`config.mk`:
```
export PLATFORM = sky130hd
export DESIGN_NAME = swrt_watchdog
export DESIGN_NICKNAME = d
export VERILOG_FILES = /design/src/core/swrt_timebase.v /design/src/core/swrt_watchdog.v
export VERILOG_INCLUDE_DIRS = /design/src /design/src/core
export SDC_FILE = /design/constraint.sdc
export NUM_CORES = 1
export LEC_CHECK = 0
export CAP_MARGIN = 5
export CORE_UTILIZATION = 40
export DETAILED_ROUTE_END_ITERATION = 7
export DONT_BUFFER_PORTS = 1
export PLACE_DENSITY_LB_ADDON = 0.25
export SLEW_MARGIN = 5
export SYNTH_ARGS = -nofsm -noshare
export SYNTH_HDL_FRONTEND = slang
export SYNTH_SLANG_ARGS = --single-unit
```
`constraint.sdc`:
```
create_clock -name sys_clk_i -period 2.6 [get_ports sys_clk_i]
set_input_delay 0.52 -clock sys_clk_i [delete_from_list [all_inputs] [get_ports sys_clk_i]]
set_output_delay 0.52 -clock sys_clk_i [all_outputs]
set_load 0.02 [all_outputs]
```
`src/core/swrt_regs.vh`:
```
// Constants of the supervisor watchdog: timebase rates, periods and tick counts.
// Assumes a 50 MHz system clock and inclusion by bare name.
`ifndef SWRT_REGS_VH
`define SWRT_REGS_VH

// System clock rate in Hz.
`define SWRT_SYS_CLK_HZ 50000000
// Internal oscillator nominal rate in Hz.
`define SWRT_OSC_HZ 10240
// System clocks per internal oscillator period.
`define SWRT_OSC_DIV (`SWRT_SYS_CLK_HZ / `SWRT_OSC_HZ)

// Internal oscillator periods in milliseconds.
`define SWRT_NORM_SHORT_MS 100
`define SWRT_NORM_LONG_MS 1600
`define SWRT_POST_RST_MS 1600
`define SWRT_RST_ACT_MS 200
// Least figures that the tick counts must meet, in milliseconds.
`define SWRT_RST_MIN_MS 140
`define SWRT_LONG_MIN_MS 1000
`define SWRT_NORM_MIN_MS 70
// Typical spacing of repeated reset pulses, in milliseconds.
`define SWRT_REPEAT_TYP_MS 1600

// Internal oscillator tick counts derived from the periods.
`define SWRT_INT_NORM_SHORT (`SWRT_NORM_SHORT_MS * `SWRT_OSC_HZ / 1000)
`define SWRT_INT_NORM_LONG (`SWRT_NORM_LONG_MS * `SWRT_OSC_HZ / 1000)
`define SWRT_INT_POST_RST (`SWRT_POST_RST_MS * `SWRT_OSC_HZ / 1000)
`define SWRT_INT_RST_ACT (`SWRT_RST_ACT_MS * `SWRT_OSC_HZ / 1000)

// External timebase clock counts.
`define SWRT_EXT_NORM 1024
`define SWRT_EXT_POST_RST 4096
`define SWRT_EXT_RST_ACT 2048

// Width of the period counter.
`define SWRT_CNT_W 15

// Controller state codes.
`define SWRT_ST_IDLE 2'h0
`define SWRT_ST_RUN 2'h1
`define SWRT_ST_RST 2'h2

`endif

```
`src/core/swrt_timebase.v`:
```
// Timebase tick generator of the supervisor watchdog.
// Assumes the external timebase level is synchronous to sys_clk_i.
`timescale 1ns/1ps
`include "swrt_regs.vh"

module swrt_timebase #(
	parameter OSC_DIV = `SWRT_OSC_DIV
) (
	input wire sys_clk_i,
	input wire resetn_i,
	input wire enable_i,
	input wire use_ext_i,
	input wire ext_clk_i,
	output wire tick_o
);

	reg [15:0] div_ff;
	reg [15:0] nxt_div;
	reg ext_prev_ff;
	reg ext_seen_ff;
	reg tick_ff;
	reg nxt_tick;
	wire ext_rise;
	wire [15:0] div_last;
	wire [31:0] div_span;

	assign div_span = OSC_DIV - 1;
	assign div_last = div_span[15:0];
	assign ext_rise = ext_seen_ff & ext_clk_i & ~ext_prev_ff;
	assign tick_o = tick_ff;

	// The divider stands in for the internal oscillator; the external level is edge counted.
	always @*
	begin
		nxt_div = div_ff;
		nxt_tick = 1'b0;
		if (!enable_i)
		begin
			nxt_div = 16'h0000;
		end
		else if (use_ext_i)
		begin
			nxt_div = 16'h0000;
			nxt_tick = ext_rise;
		end
		else if (div_ff == div_last)
		begin
			nxt_div = 16'h0000;
			nxt_tick = 1'b1;
		end
		else
		begin
			nxt_div = div_ff + 16'h0001;
		end
	end

	always @(posedge sys_clk_i or negedge resetn_i)
	begin
		if (!resetn_i)
		begin
			div_ff <= 16'h0000;
			tick_ff <= 1'b0;
			ext_prev_ff <= 1'b0;
			ext_seen_ff <= 1'b0;
		end
		else
		begin
			div_ff <= nxt_div;
			tick_ff <= nxt_tick;
			ext_prev_ff <= ext_clk_i;
			ext_seen_ff <= 1'b1;
		end
	end

endmodule

```
`src/core/swrt_watchdog.v`:
```
// Watchdog timer of a processor supervisor: kick monitor, reset pulse and fault flag.
// Assumes all inputs are synchronous to sys_clk_i and the supply comparators sit outside.
`timescale 1ns/1ps
`include "swrt_regs.vh"

module swrt_watchdog #(
	parameter HAS_SELECT = 1,
	parameter OSC_DIV = `SWRT_OSC_DIV,
	parameter INT_NORM_SHORT = `SWRT_INT_NORM_SHORT,
	parameter INT_NORM_LONG = `SWRT_INT_NORM_LONG,
	parameter INT_POST_RST = `SWRT_INT_POST_RST,
	parameter INT_RST_ACT = `SWRT_INT_RST_ACT,
	parameter EXT_NORM = `SWRT_EXT_NORM,
	parameter EXT_POST_RST = `SWRT_EXT_POST_RST,
	parameter EXT_RST_ACT = `SWRT_EXT_RST_ACT
) (
	input wire sys_clk_i,
	input wire resetn_i,
	input wire watchdog_kick_in_i,
	input wire kick_float_i,
	input wire timebase_select_i,
	input wire timebase_in_i,
	input wire supply_ok_i,
	input wire battery_backup_i,
	output wire cpu_reset_n_o,
	output wire watchdog_fault_n_o,
	output wire long_period_o,
	output wire wd_running_o,
	output wire wd_timeout_o
);

	localparam CW = `SWRT_CNT_W;
	localparam [CW-1:0] CNT_ONE = {{(CW-1){1'b0}}, 1'b1};
	localparam ST_IDLE = `SWRT_ST_IDLE;
	localparam ST_RUN = `SWRT_ST_RUN;
	localparam ST_RST = `SWRT_ST_RST;

	reg [1:0] state_ff;
	reg [1:0] nxt_state;
	reg [CW-1:0] cnt_ff;
	reg [CW-1:0] nxt_cnt;
	reg long_ff;
	reg nxt_long;
	reg rst_n_ff;
	reg nxt_rst_n;
	reg fault_n_ff;
	reg nxt_fault_n;
	reg timeout_ff;
	reg nxt_timeout;
	reg kick_prev_ff;
	reg kick_seen_ff;
	reg use_ext_ff;
	reg tb_level_ff;

	wire tick;
	wire supply_bad;
	wire enabled;
	wire kick_edge;
	wire [CW-1:0] wd_last;
	wire [CW-1:0] rst_last;
	wire at_wd_last;
	wire at_rst_last;

	// Last tick index of the watchdog period for the present mode.
	function [CW-1:0] wd_limit;
		input post;
		input ext;
		input tb_hi;
		input sel;
		reg [31:0] ticks;
		begin
			ticks = INT_NORM_LONG;
			if (!sel)
			begin
				ticks = INT_NORM_LONG;
			end
			else if (ext)
			begin
				ticks = post ? EXT_POST_RST : EXT_NORM;
			end
			else if (post)
			begin
				ticks = INT_POST_RST;
			end
			else
			begin
				ticks = tb_hi ? INT_NORM_LONG : INT_NORM_SHORT;
			end
			wd_limit = ticks[CW-1:0] - CNT_ONE;
		end
	endfunction

	// Last tick index of the reset pulse for the present mode.
	function [CW-1:0] rst_limit;
		input ext;
		input sel;
		reg [31:0] ticks;
		begin
			ticks = INT_RST_ACT;
			if (sel && ext)
			begin
				ticks = EXT_RST_ACT;
			end
			else
			begin
				ticks = INT_RST_ACT;
			end
			rst_limit = ticks[CW-1:0] - CNT_ONE;
		end
	endfunction

	assign supply_bad = ~supply_ok_i | battery_backup_i;
	assign enabled = ~supply_bad & ~kick_float_i;
	assign kick_edge = kick_seen_ff & ~battery_backup_i & ~kick_float_i
		& (watchdog_kick_in_i != kick_prev_ff);
	assign wd_last = wd_limit(long_ff, use_ext_ff, tb_level_ff, HAS_SELECT != 0);
	assign rst_last = rst_limit(use_ext_ff, HAS_SELECT != 0);
	assign at_wd_last = (cnt_ff == wd_last);
	assign at_rst_last = (cnt_ff == rst_last);

	swrt_timebase #(
		.OSC_DIV(OSC_DIV)
	) u_timebase (
		.sys_clk_i(sys_clk_i),
		.resetn_i(resetn_i),
		.enable_i(~supply_bad),
		.use_ext_i(use_ext_ff),
		.ext_clk_i(timebase_in_i),
		.tick_o(tick)
	);

	// Timebase pin sampling; held while in back-up so the pins are ignored.
	always @(posedge sys_clk_i or negedge resetn_i)
	begin
		if (!resetn_i)
		begin
			use_ext_ff <= 1'b0;
			tb_level_ff <= 1'b1;
		end
		else if (!battery_backup_i)
		begin
			use_ext_ff <= (HAS_SELECT != 0) & ~timebase_select_i;
			tb_level_ff <= timebase_in_i;
		end
	end

	// Kick edge detector history.
	always @(posedge sys_clk_i or negedge resetn_i)
	begin
		if (!resetn_i)
		begin
			kick_prev_ff <= 1'b0;
			kick_seen_ff <= 1'b0;
		end
		else
		begin
			kick_prev_ff <= watchdog_kick_in_i;
			kick_seen_ff <= 1'b1;
		end
	end

	// Controller: idle, timing a watchdog period, or driving the reset pulse.
	always @*
	begin
		nxt_state = state_ff;
		nxt_cnt = cnt_ff;
		nxt_long = long_ff;
		nxt_rst_n = rst_n_ff;
		nxt_timeout = 1'b0;
		case (state_ff)
		ST_IDLE:
		begin
			nxt_rst_n = 1'b1;
			nxt_cnt = {CW{1'b0}};
			nxt_long = 1'b1;
			if (enabled)
			begin
				nxt_state = ST_RUN;
			end
		end
		ST_RUN:
		begin
			nxt_rst_n = 1'b1;
			if (!enabled)
			begin
				nxt_state = ST_IDLE;
				nxt_cnt = {CW{1'b0}};
				nxt_long = 1'b1;
			end
			else if (kick_edge)
			begin
				nxt_cnt = {CW{1'b0}};
				nxt_long = 1'b0;
			end
			else if (tick)
			begin
				if (at_wd_last)
				begin
					nxt_state = ST_RST;
					nxt_cnt = {CW{1'b0}};
					nxt_rst_n = 1'b0;
					nxt_timeout = 1'b1;
				end
				else
				begin
					nxt_cnt = cnt_ff + CNT_ONE;
				end
			end
		end
		ST_RST:
		begin
			nxt_rst_n = 1'b0;
			if (supply_bad)
			begin
				nxt_state = ST_IDLE;
				nxt_cnt = {CW{1'b0}};
				nxt_rst_n = 1'b1;
				nxt_long = 1'b1;
			end
			else if (tick)
			begin
				if (at_rst_last)
				begin
					nxt_state = ST_RUN;
					nxt_cnt = {CW{1'b0}};
					nxt_rst_n = 1'b1;
					nxt_long = 1'b1;
				end
				else
				begin
					nxt_cnt = cnt_ff + CNT_ONE;
				end
			end
		end
		default:
		begin
			nxt_state = ST_IDLE;
			nxt_cnt = {CW{1'b0}};
			nxt_rst_n = 1'b1;
			nxt_long = 1'b1;
		end
		endcase
	end

	// Fault flag: low on timeout, high on the next kick edge or on supply loss.
	always @*
	begin
		nxt_fault_n = fault_n_ff;
		if (supply_bad)
		begin
			nxt_fault_n = 1'b1;
		end
		else if (kick_edge)
		begin
			nxt_fault_n = 1'b1;
		end
		else if (nxt_timeout)
		begin
			nxt_fault_n = 1'b0;
		end
	end

	always @(posedge sys_clk_i or negedge resetn_i)
	begin
		if (!resetn_i)
		begin
			state_ff <= ST_IDLE;
			cnt_ff <= {CW{1'b0}};
			long_ff <= 1'b1;
			rst_n_ff <= 1'b1;
			fault_n_ff <= 1'b1;
			timeout_ff <= 1'b0;
		end
		else
		begin
			state_ff <= nxt_state;
			cnt_ff <= nxt_cnt;
			long_ff <= nxt_long;
			rst_n_ff <= nxt_rst_n;
			fault_n_ff <= nxt_fault_n;
			timeout_ff <= nxt_timeout;
		end
	end

	assign cpu_reset_n_o = rst_n_ff;
	assign watchdog_fault_n_o = fault_n_ff;
	assign long_period_o = long_ff;
	assign wd_running_o = (state_ff == ST_RUN);
	assign wd_timeout_o = timeout_ff;

endmodule

```
==> run metrics, run 1 <==
Largest stage delay, worst path 0.55 ns; root buffer cell clkbuf_8; Seq/Total Area, Yosys 47.2%; initial core utilization 41.6%; max-cap viol count 0; # clock sinks 43; IO Count 13; Avg Inst Size Synth 9.74 µm²; CP Buf/Inv Count 0; WL/cell 13.3 µm; Synth area leader dfrtp_1; slowest CP cell dfstp_2; Worst-Skew Late Latency 0.29 ns; Mapped Cells 235; Core Region 5510 µm²; list of most frequent post-synthesis cells 39 x dfrtp_1, 34 x nor2_1, 26 x nand3_1; Post-synth EDFFs 0; Core Rows 27; synthesized flop and latch total 43; PD cells 535 nW/µm²; drt drc 0; ys flop type dfrtp_1; CP arrival 2.75 ns; Worst-path clk slew 0.08 ns; Post-Route WL 4330 µm; worst hold path class in2async; Initial DRC Count 102; CTS HTree Levels 2; Ys Warns 0; setup tns final 0 ns; Max clock buf depth 2; Req. time, crit path 2.79 ns; Buffers on Ports 0; largest net degree at the start of global routing 40; initial antenna violation count 0; grt ovf 0; maximum achievable frequency 389 MHz; critical-path cell list nor2b_2, or2_4, ha_4, xnor2_1, nand3_1, a2111oi_4, nand3_2, a221o_1, mux2_4; Antenna diodes 0; Clock Skew 0.00419 ns; final worst setup slack 0.0320 ns; final max-slew violation count 0; kind of critical path reg2reg; Unique masters post-synth 50; die area 6030 µm²; Synth Cell Area 2290 µm²; status finished clean; Syn Nets 251; Startpoint Class register; Async SR Flop Fraction 100%; Synth-to-Final Area Change 13.8%; fraction of final layout cells sized beyond drive strength 1 14.6%; vias in the first global route 1702; Period minus WS final 2.57 ns; pre-CTS WS -0.0556 ns; vias per cell 5.19; count leader, synth dfrtp_1; Max FO, Critical Path 2; first-pass detailed-route iteration total 4; CTS tree done; maximum vdd drop 0.314 mV; post-synth top area share 42.6%; Setup Viol. Count Final 0; final net count 268; routed vias 1687; gr usage total 16.5%; delay-heaviest family, CP compound AO/OA/AOI/OAI gates; static leakage 1.11 nW; Post-DRT Antenna Nets 0; dpl hpwl 3060 µm; Worst slew margin 60.8%; unrepaired setup endpoints after global routing yes; critical path capture point type register; first-pass GRT wire length 7820 µm; DIE WIDTH 77.7 µm; Die Span Y 77.7 µm; synth top area cells dfrtp_1 43%, xor2_1 6.1%, nand3_1 5.7%; worst-margin pin slew 0.587 ns; CTS Buf Count 5; final hold violation count 0; GPL Wtd Cong 0.750; post-route clock period utilization 98.8%
[timing repair]
action	4_1_cts	5_1_grt
setup endpoints to repair	3	4
gates cloned	0	0
pin swaps	3	1
resized for setup	3	4
hold buffers	1	0
hold endpoints to repair	39	0
buffers inserted	1	0
[path summary, 6_finish.rpt]
check,cells past startpoint,startpoint,slack [ns],to
setup / recovery,9,tb_level_ff,0.03,state_ff[0]
hold / removal,1,resetn_i,0.05,state_ff[1]
setup reg to reg,9,tb_level_ff,0.03,state_ff[0]
hold reg to reg,2,cnt_ff[1],0.50,cnt_ff[1]
max in group asynchronous,1,resetn_i,2.35,cnt_ff[5]
min in group sys_clk_i,0,timebase_in_i,0.25,u_timebase.ext_prev_ff
[metal layers]
layer	up-vias	part of all wire, %	track usage (%)	wire [µm]
met3	5	2.7	4.82	117
li1	861	-	-	-
met1	801	49	21.3	2120
met4	0	0.88	4.15	38
met2	20	47	27.1	2050
met5	-	0	0	0
[cells in the final DEF, fill, tap and decap left out, drive strengths merged, types with 5 or more instances in the layout]
cell	count
xor2	16
and3	6
nor2	34
nand4	5
clkbuf	6
nand3	27
o21ai	8
xnor2	8
inv	10
ha	8
nand2	16
buf	13
dfrtp	39
[per-stage QoR]
step | util [%] | hold WS (ns) | area, µm² | instances | total power (W)
finish | 47.3 | 0.0542 | 2610 | 325 | 0.00139
global route | 47.3 | 0.0356 | 2610 | 325 | 0.00147
CTS | 47.1 | 0.0433 | 2590 | 325 | 0.00142
detailed placement | 44.5 | 0.225 | 2450 | 315 | 0.000940
global placement | 44.5 | 0.225 | 2450 | 315 | 0.000938
floorplan | - | 0.224 | 2290 | 235 | 0.000882
[logic make-up (layout without fill, tap and decap cells)]
kind of cell    Yosys count  after routing  synth area share [%]
simple gates            112            112                  25.2
flops                    43             43                  47.2
compound gates           31             31                  10.1
xor+xnor                 24             24                  9.18
buf+inv                  13             31                  2.19
fa+ha+maj                 8              8                  4.37
mux                       3              3                  1.58
other cells               1              1                 0.164
[report_power, final]
group / leakage (nW) / internal [W] / switching, W / total, W
clock network: 0.0474 / 0.000217 / 0.000229 / 0.000446
logic: 0.486 / 0.000101 / 0.000115 / 0.000216
registers: 0.575 / 0.000700 / 0.0000316 / 0.000732
[state kept, by name (all words and copies together), names as in the netlist]
name,cells
u_timebase.div_ff,16
cnt_ff,15
state_ff,2
cpu_reset_n_o,1
kick_prev_ff,1
long_period_o,1
tb_level_ff,1
u_timebase.ext_prev_ff,1
u_timebase.ext_seen_ff,1
u_timebase.tick_o,1
use_ext_ff,1
watchdog_fault_n_o,1
wd_timeout_o,1
[cell type report]
cell class	instances	area, µm²
Inverter	10	37.5
Clock inverter	2	16.3
Sequential cell	43	1080
Timing Repair Buffer	13	110
Tap cell	72	90.1
Multi-Input combinational cell	179	1190
Fill cell	524	2900
Clock buffer	6	82.6
(Power assumes the default switching activity.)
==> inputs of run 2 (changes only) <==
Settings changed: CORE_ASPECT_RATIO set to 0.75, SYNTH_HIERARCHICAL set to 1.
==> run 2 against run 1 <==
Against the previous run: wire length up 18%; synthesized cell count up 6.8%; global-route usage up 0.45 points; critical path type unchanged; clock skew up 0.0049 ns; critical path depth up 1; largest power group unchanged; hold slack worse by 0.00079 ns; synthesized area up 7.8%; core utilization up 1.7 points; setup slack better by 0.033 ns; first-iteration DRC count up 7.8%.
==> run metrics, run 2 <==
status finished clean; PD cells 558 nW/µm²; CTS Buf Count 5; largest family of logic cells by synthesized area simple AND/OR/NAND/NOR gates; count leader, synth dfrtp_1; initial core utilization 41.9%; Post-Route WL 5090 µm; worst-margin pin slew 0.617 ns; Core Rows 24; first-pass detailed-route iteration total 4; Clock Skew 0.00910 ns; critical-path cell list nor2b_2, or2_4, ha_4, xor2_1, nand2_2, buf_6, a2111oi_4, nand2_1, or4b_1, o21ai_1; Worst-Skew Late Latency 0.30 ns; routed vias 1907; Die Span Y 70.0 µm; final max-slew violation count 0; DIE WIDTH 92.7 µm; CP arrival 2.76 ns; Avg Inst Size Synth 9.83 µm²; largest net degree at the start of global routing 41; kind of critical path reg2reg; IO Count 13; Syn Nets 267; Startpoint Class register; vias per cell 5.43; most common cell after layout, fill and taps aside dfrtp_1; Core Region 5890 µm²; final worst setup slack 0.0653 ns; Synth area leader dfrtp_1; Compound-Gate Fraction of Synth Area 15.0%; Synth Cell Area 2470 µm²; Antenna diodes 0; final net count 288; Max FO, Critical Path 3; Unique masters post-synth 51; Simple-Gate Fraction of Synth Area 24.5%; die area 6490 µm²; XOR/XNOR share of the synthesized area 6.69%; root buffer cell clkbuf_8; maximum vdd drop 0.320 mV; grt ovf 0; mux share of post-synthesis cell area 1.77%; top flop regs u_timebase/div_ff: 16 flops, cnt_ff: 15 flops, state_ff: 2 flops; maximum achievable frequency 395 MHz; Period minus WS final 2.53 ns; WL/cell 14.5 µm; post-synth top area share 40.6%; list of most frequent post-synthesis cells 40 x dfrtp_1, 27 x nand2_1, 27 x nor2_1; GPL Wtd Cong 0.822; adder-cell share of the synthesized area 4.06%; initial antenna violation count 0; synth top area cells dfrtp_1 41%, dfstp_2 4.3%, xnor2_1 4.3%; critical path capture point type register; vias in the first global route 1817; Req. time, crit path 2.82 ns; Max clock buf depth 2; CTS HTree Levels 2; static leakage 1.14 nW; Setup Viol. Count Final 0; final instance area 2890 µm²; fraction of final layout cells sized beyond drive strength 1 18.3%; slowest CP cell or4b_1; Seq/Total Area, Yosys 44.8%; Largest stage delay, worst path 0.53 ns; pre-CTS WS -0.0200 ns; gr usage total 17.0%; Initial DRC Count 110; final hold violation count 0; synthesized flop and latch total 44; Placed Area 2640 µm²; FILL cells 566; CTS tree done; post-route clock period utilization 97.5%; Buffers on Ports 0; Biggest register u_timebase/div_ff; Post-DRT Antenna Nets 0; max reg flops 16; Worst slew margin 58.5%; Mapped Cells 251; Async SR Flop Fraction 100%; max-cap viol count 0; # clock sinks 44; Synth-to-Final Area Change 17.0%; Post-synth EDFFs 0; ys flop type dfrtp_1; worst hold path class in2async; first-pass GRT wire length 8620 µm; most frequent cells in the layout 40 x dfrtp_1, 27 x nor2_1, 26 x nand2_1, 15 x nand3_1, 13 x buf_4; R2R depth 10; dpl hpwl 3620 µm; Core Util, Final 49.0%; Worst-path clk slew 0.09 ns; Ys Warns 6; drt drc 0
-- run 2: cell count changes after synthesis, moves of 3 or more --
| cell | previous run | this run |
|---|---|---|
| a31oi_1 | 2 | 7 |
| nand3_1 | 26 | 15 |
| nor3_1 | 1 | 6 |
| nor4_1 | 3 | 6 |
| xnor2_1 | 8 | 12 |
| nand4_1 | 4 | 7 |
| xor2_1 | 16 | 5 |
| nand2_1 | 16 | 27 |
| a21oi_1 | 4 | 13 |
| nor2_1 | 34 | 27 |
-- run 2: per-layer routing --
| metal | vias up | GRT usage (%) | routed length (µm) |
|---|---|---|---|
| li1 | 954 | - | - |
| met1 | 924 | 24.8 | 2720 |
| met2 | 27 | 24.8 | 2210 |
| met3 | 2 | 4.03 | 140 |
| met4 | 0 | 5.13 | 19 |
| met5 | - | 0 | 0 |
-- run 2: final timing paths --
| path | start | to | slack (ns) |
|---|---|---|---|
| min in group sys_clk_i | timebase_in_i | u_timebase/ext_prev_ff | 0.25 |
| max in group asynchronous | resetn_i | u_timebase/div_ff[12] | 2.33 |
| max | tb_level_ff | state_ff[1] | 0.07 |
| min reg2reg | cnt_ff[6] | cnt_ff[6] | 0.53 |
| max reg2reg | tb_level_ff | state_ff[1] | 0.07 |
| min | resetn_i | cnt_ff[10] | 0.05 |
-- run 2: worst max-delay path: cells and delay by family (launching register included) --
| family | cells | cell delay [ns] |
|---|---|---|
| DFF | 1 | 0.37 |
| xor gates and xnor gates | 1 | 0.18 |
| and+or+nand+nor | 5 | 1.12 |
| adders and majority gates | 1 | 0.26 |
| AOI/OAI and AO/OA | 2 | 0.41 |
| buffers and inverters | 1 | 0.13 |
-- run 2: through the flow --
step           setup TNS (ns)  total power, W  hold slack (ns)  instances
6_report                    0         0.00161           0.0534        351
5_1_grt               -0.0460         0.00169           0.0356        351
4_1_cts                     0         0.00160           0.0450        348
3_5_place_dp          -0.0214        0.000964            0.226        339
3_3_place_gp                0        0.000959            0.225        339
2_1_floorplan               0        0.000890            0.224        251
-- run 2: kinds of logic after synthesis --
| kind of cell | Yosys count |
|---|---|
| AO/OA/AOI/OAI | 47 |
| adder cells (fa/ha/maj) | 8 |
| flip-flops | 44 |
| multiplexers | 4 |
| XOR/XNOR | 18 |
| AND/OR/NAND/NOR | 115 |
| buffers and inverters | 13 |
| other | 2 |
-- run 2: area by class of cell --
type / instances / area (µm²) / share of cell area (%)
Inverter: 10 / 37.5 / 1.30
Multi-Input combinational cell: 194 / 1350 / 46.9
Clock inverter: 2 / 60.1 / 2.08
Tap cell: 78 / 97.6 / 3.38
Sequential cell: 44 / 1110 / 38.3
Clock buffer: 6 / 72.6 / 2.51
Timing Repair Buffer: 17 / 160 / 5.55
-- run 2: power by group --
part	switching [W]	total (W)	internal [W]
logic	0.000135	0.000250	0.000115
clock network	0.000232	0.000616	0.000384
registers	0.0000289	0.000744	0.000715
-- run 2: what timing repair did --
| action | in CTS | in global routing |
|---|---|---|
| hold buffers | 1 | 0 |
| setup buffers | 0 | 3 |
| endpoints found under the hold margin | 40 | 0 |
| pin swaps | 1 | 7 |
| gates resized for setup | 1 | 12 |
| endpoints found under the setup margin | 4 | 13 |
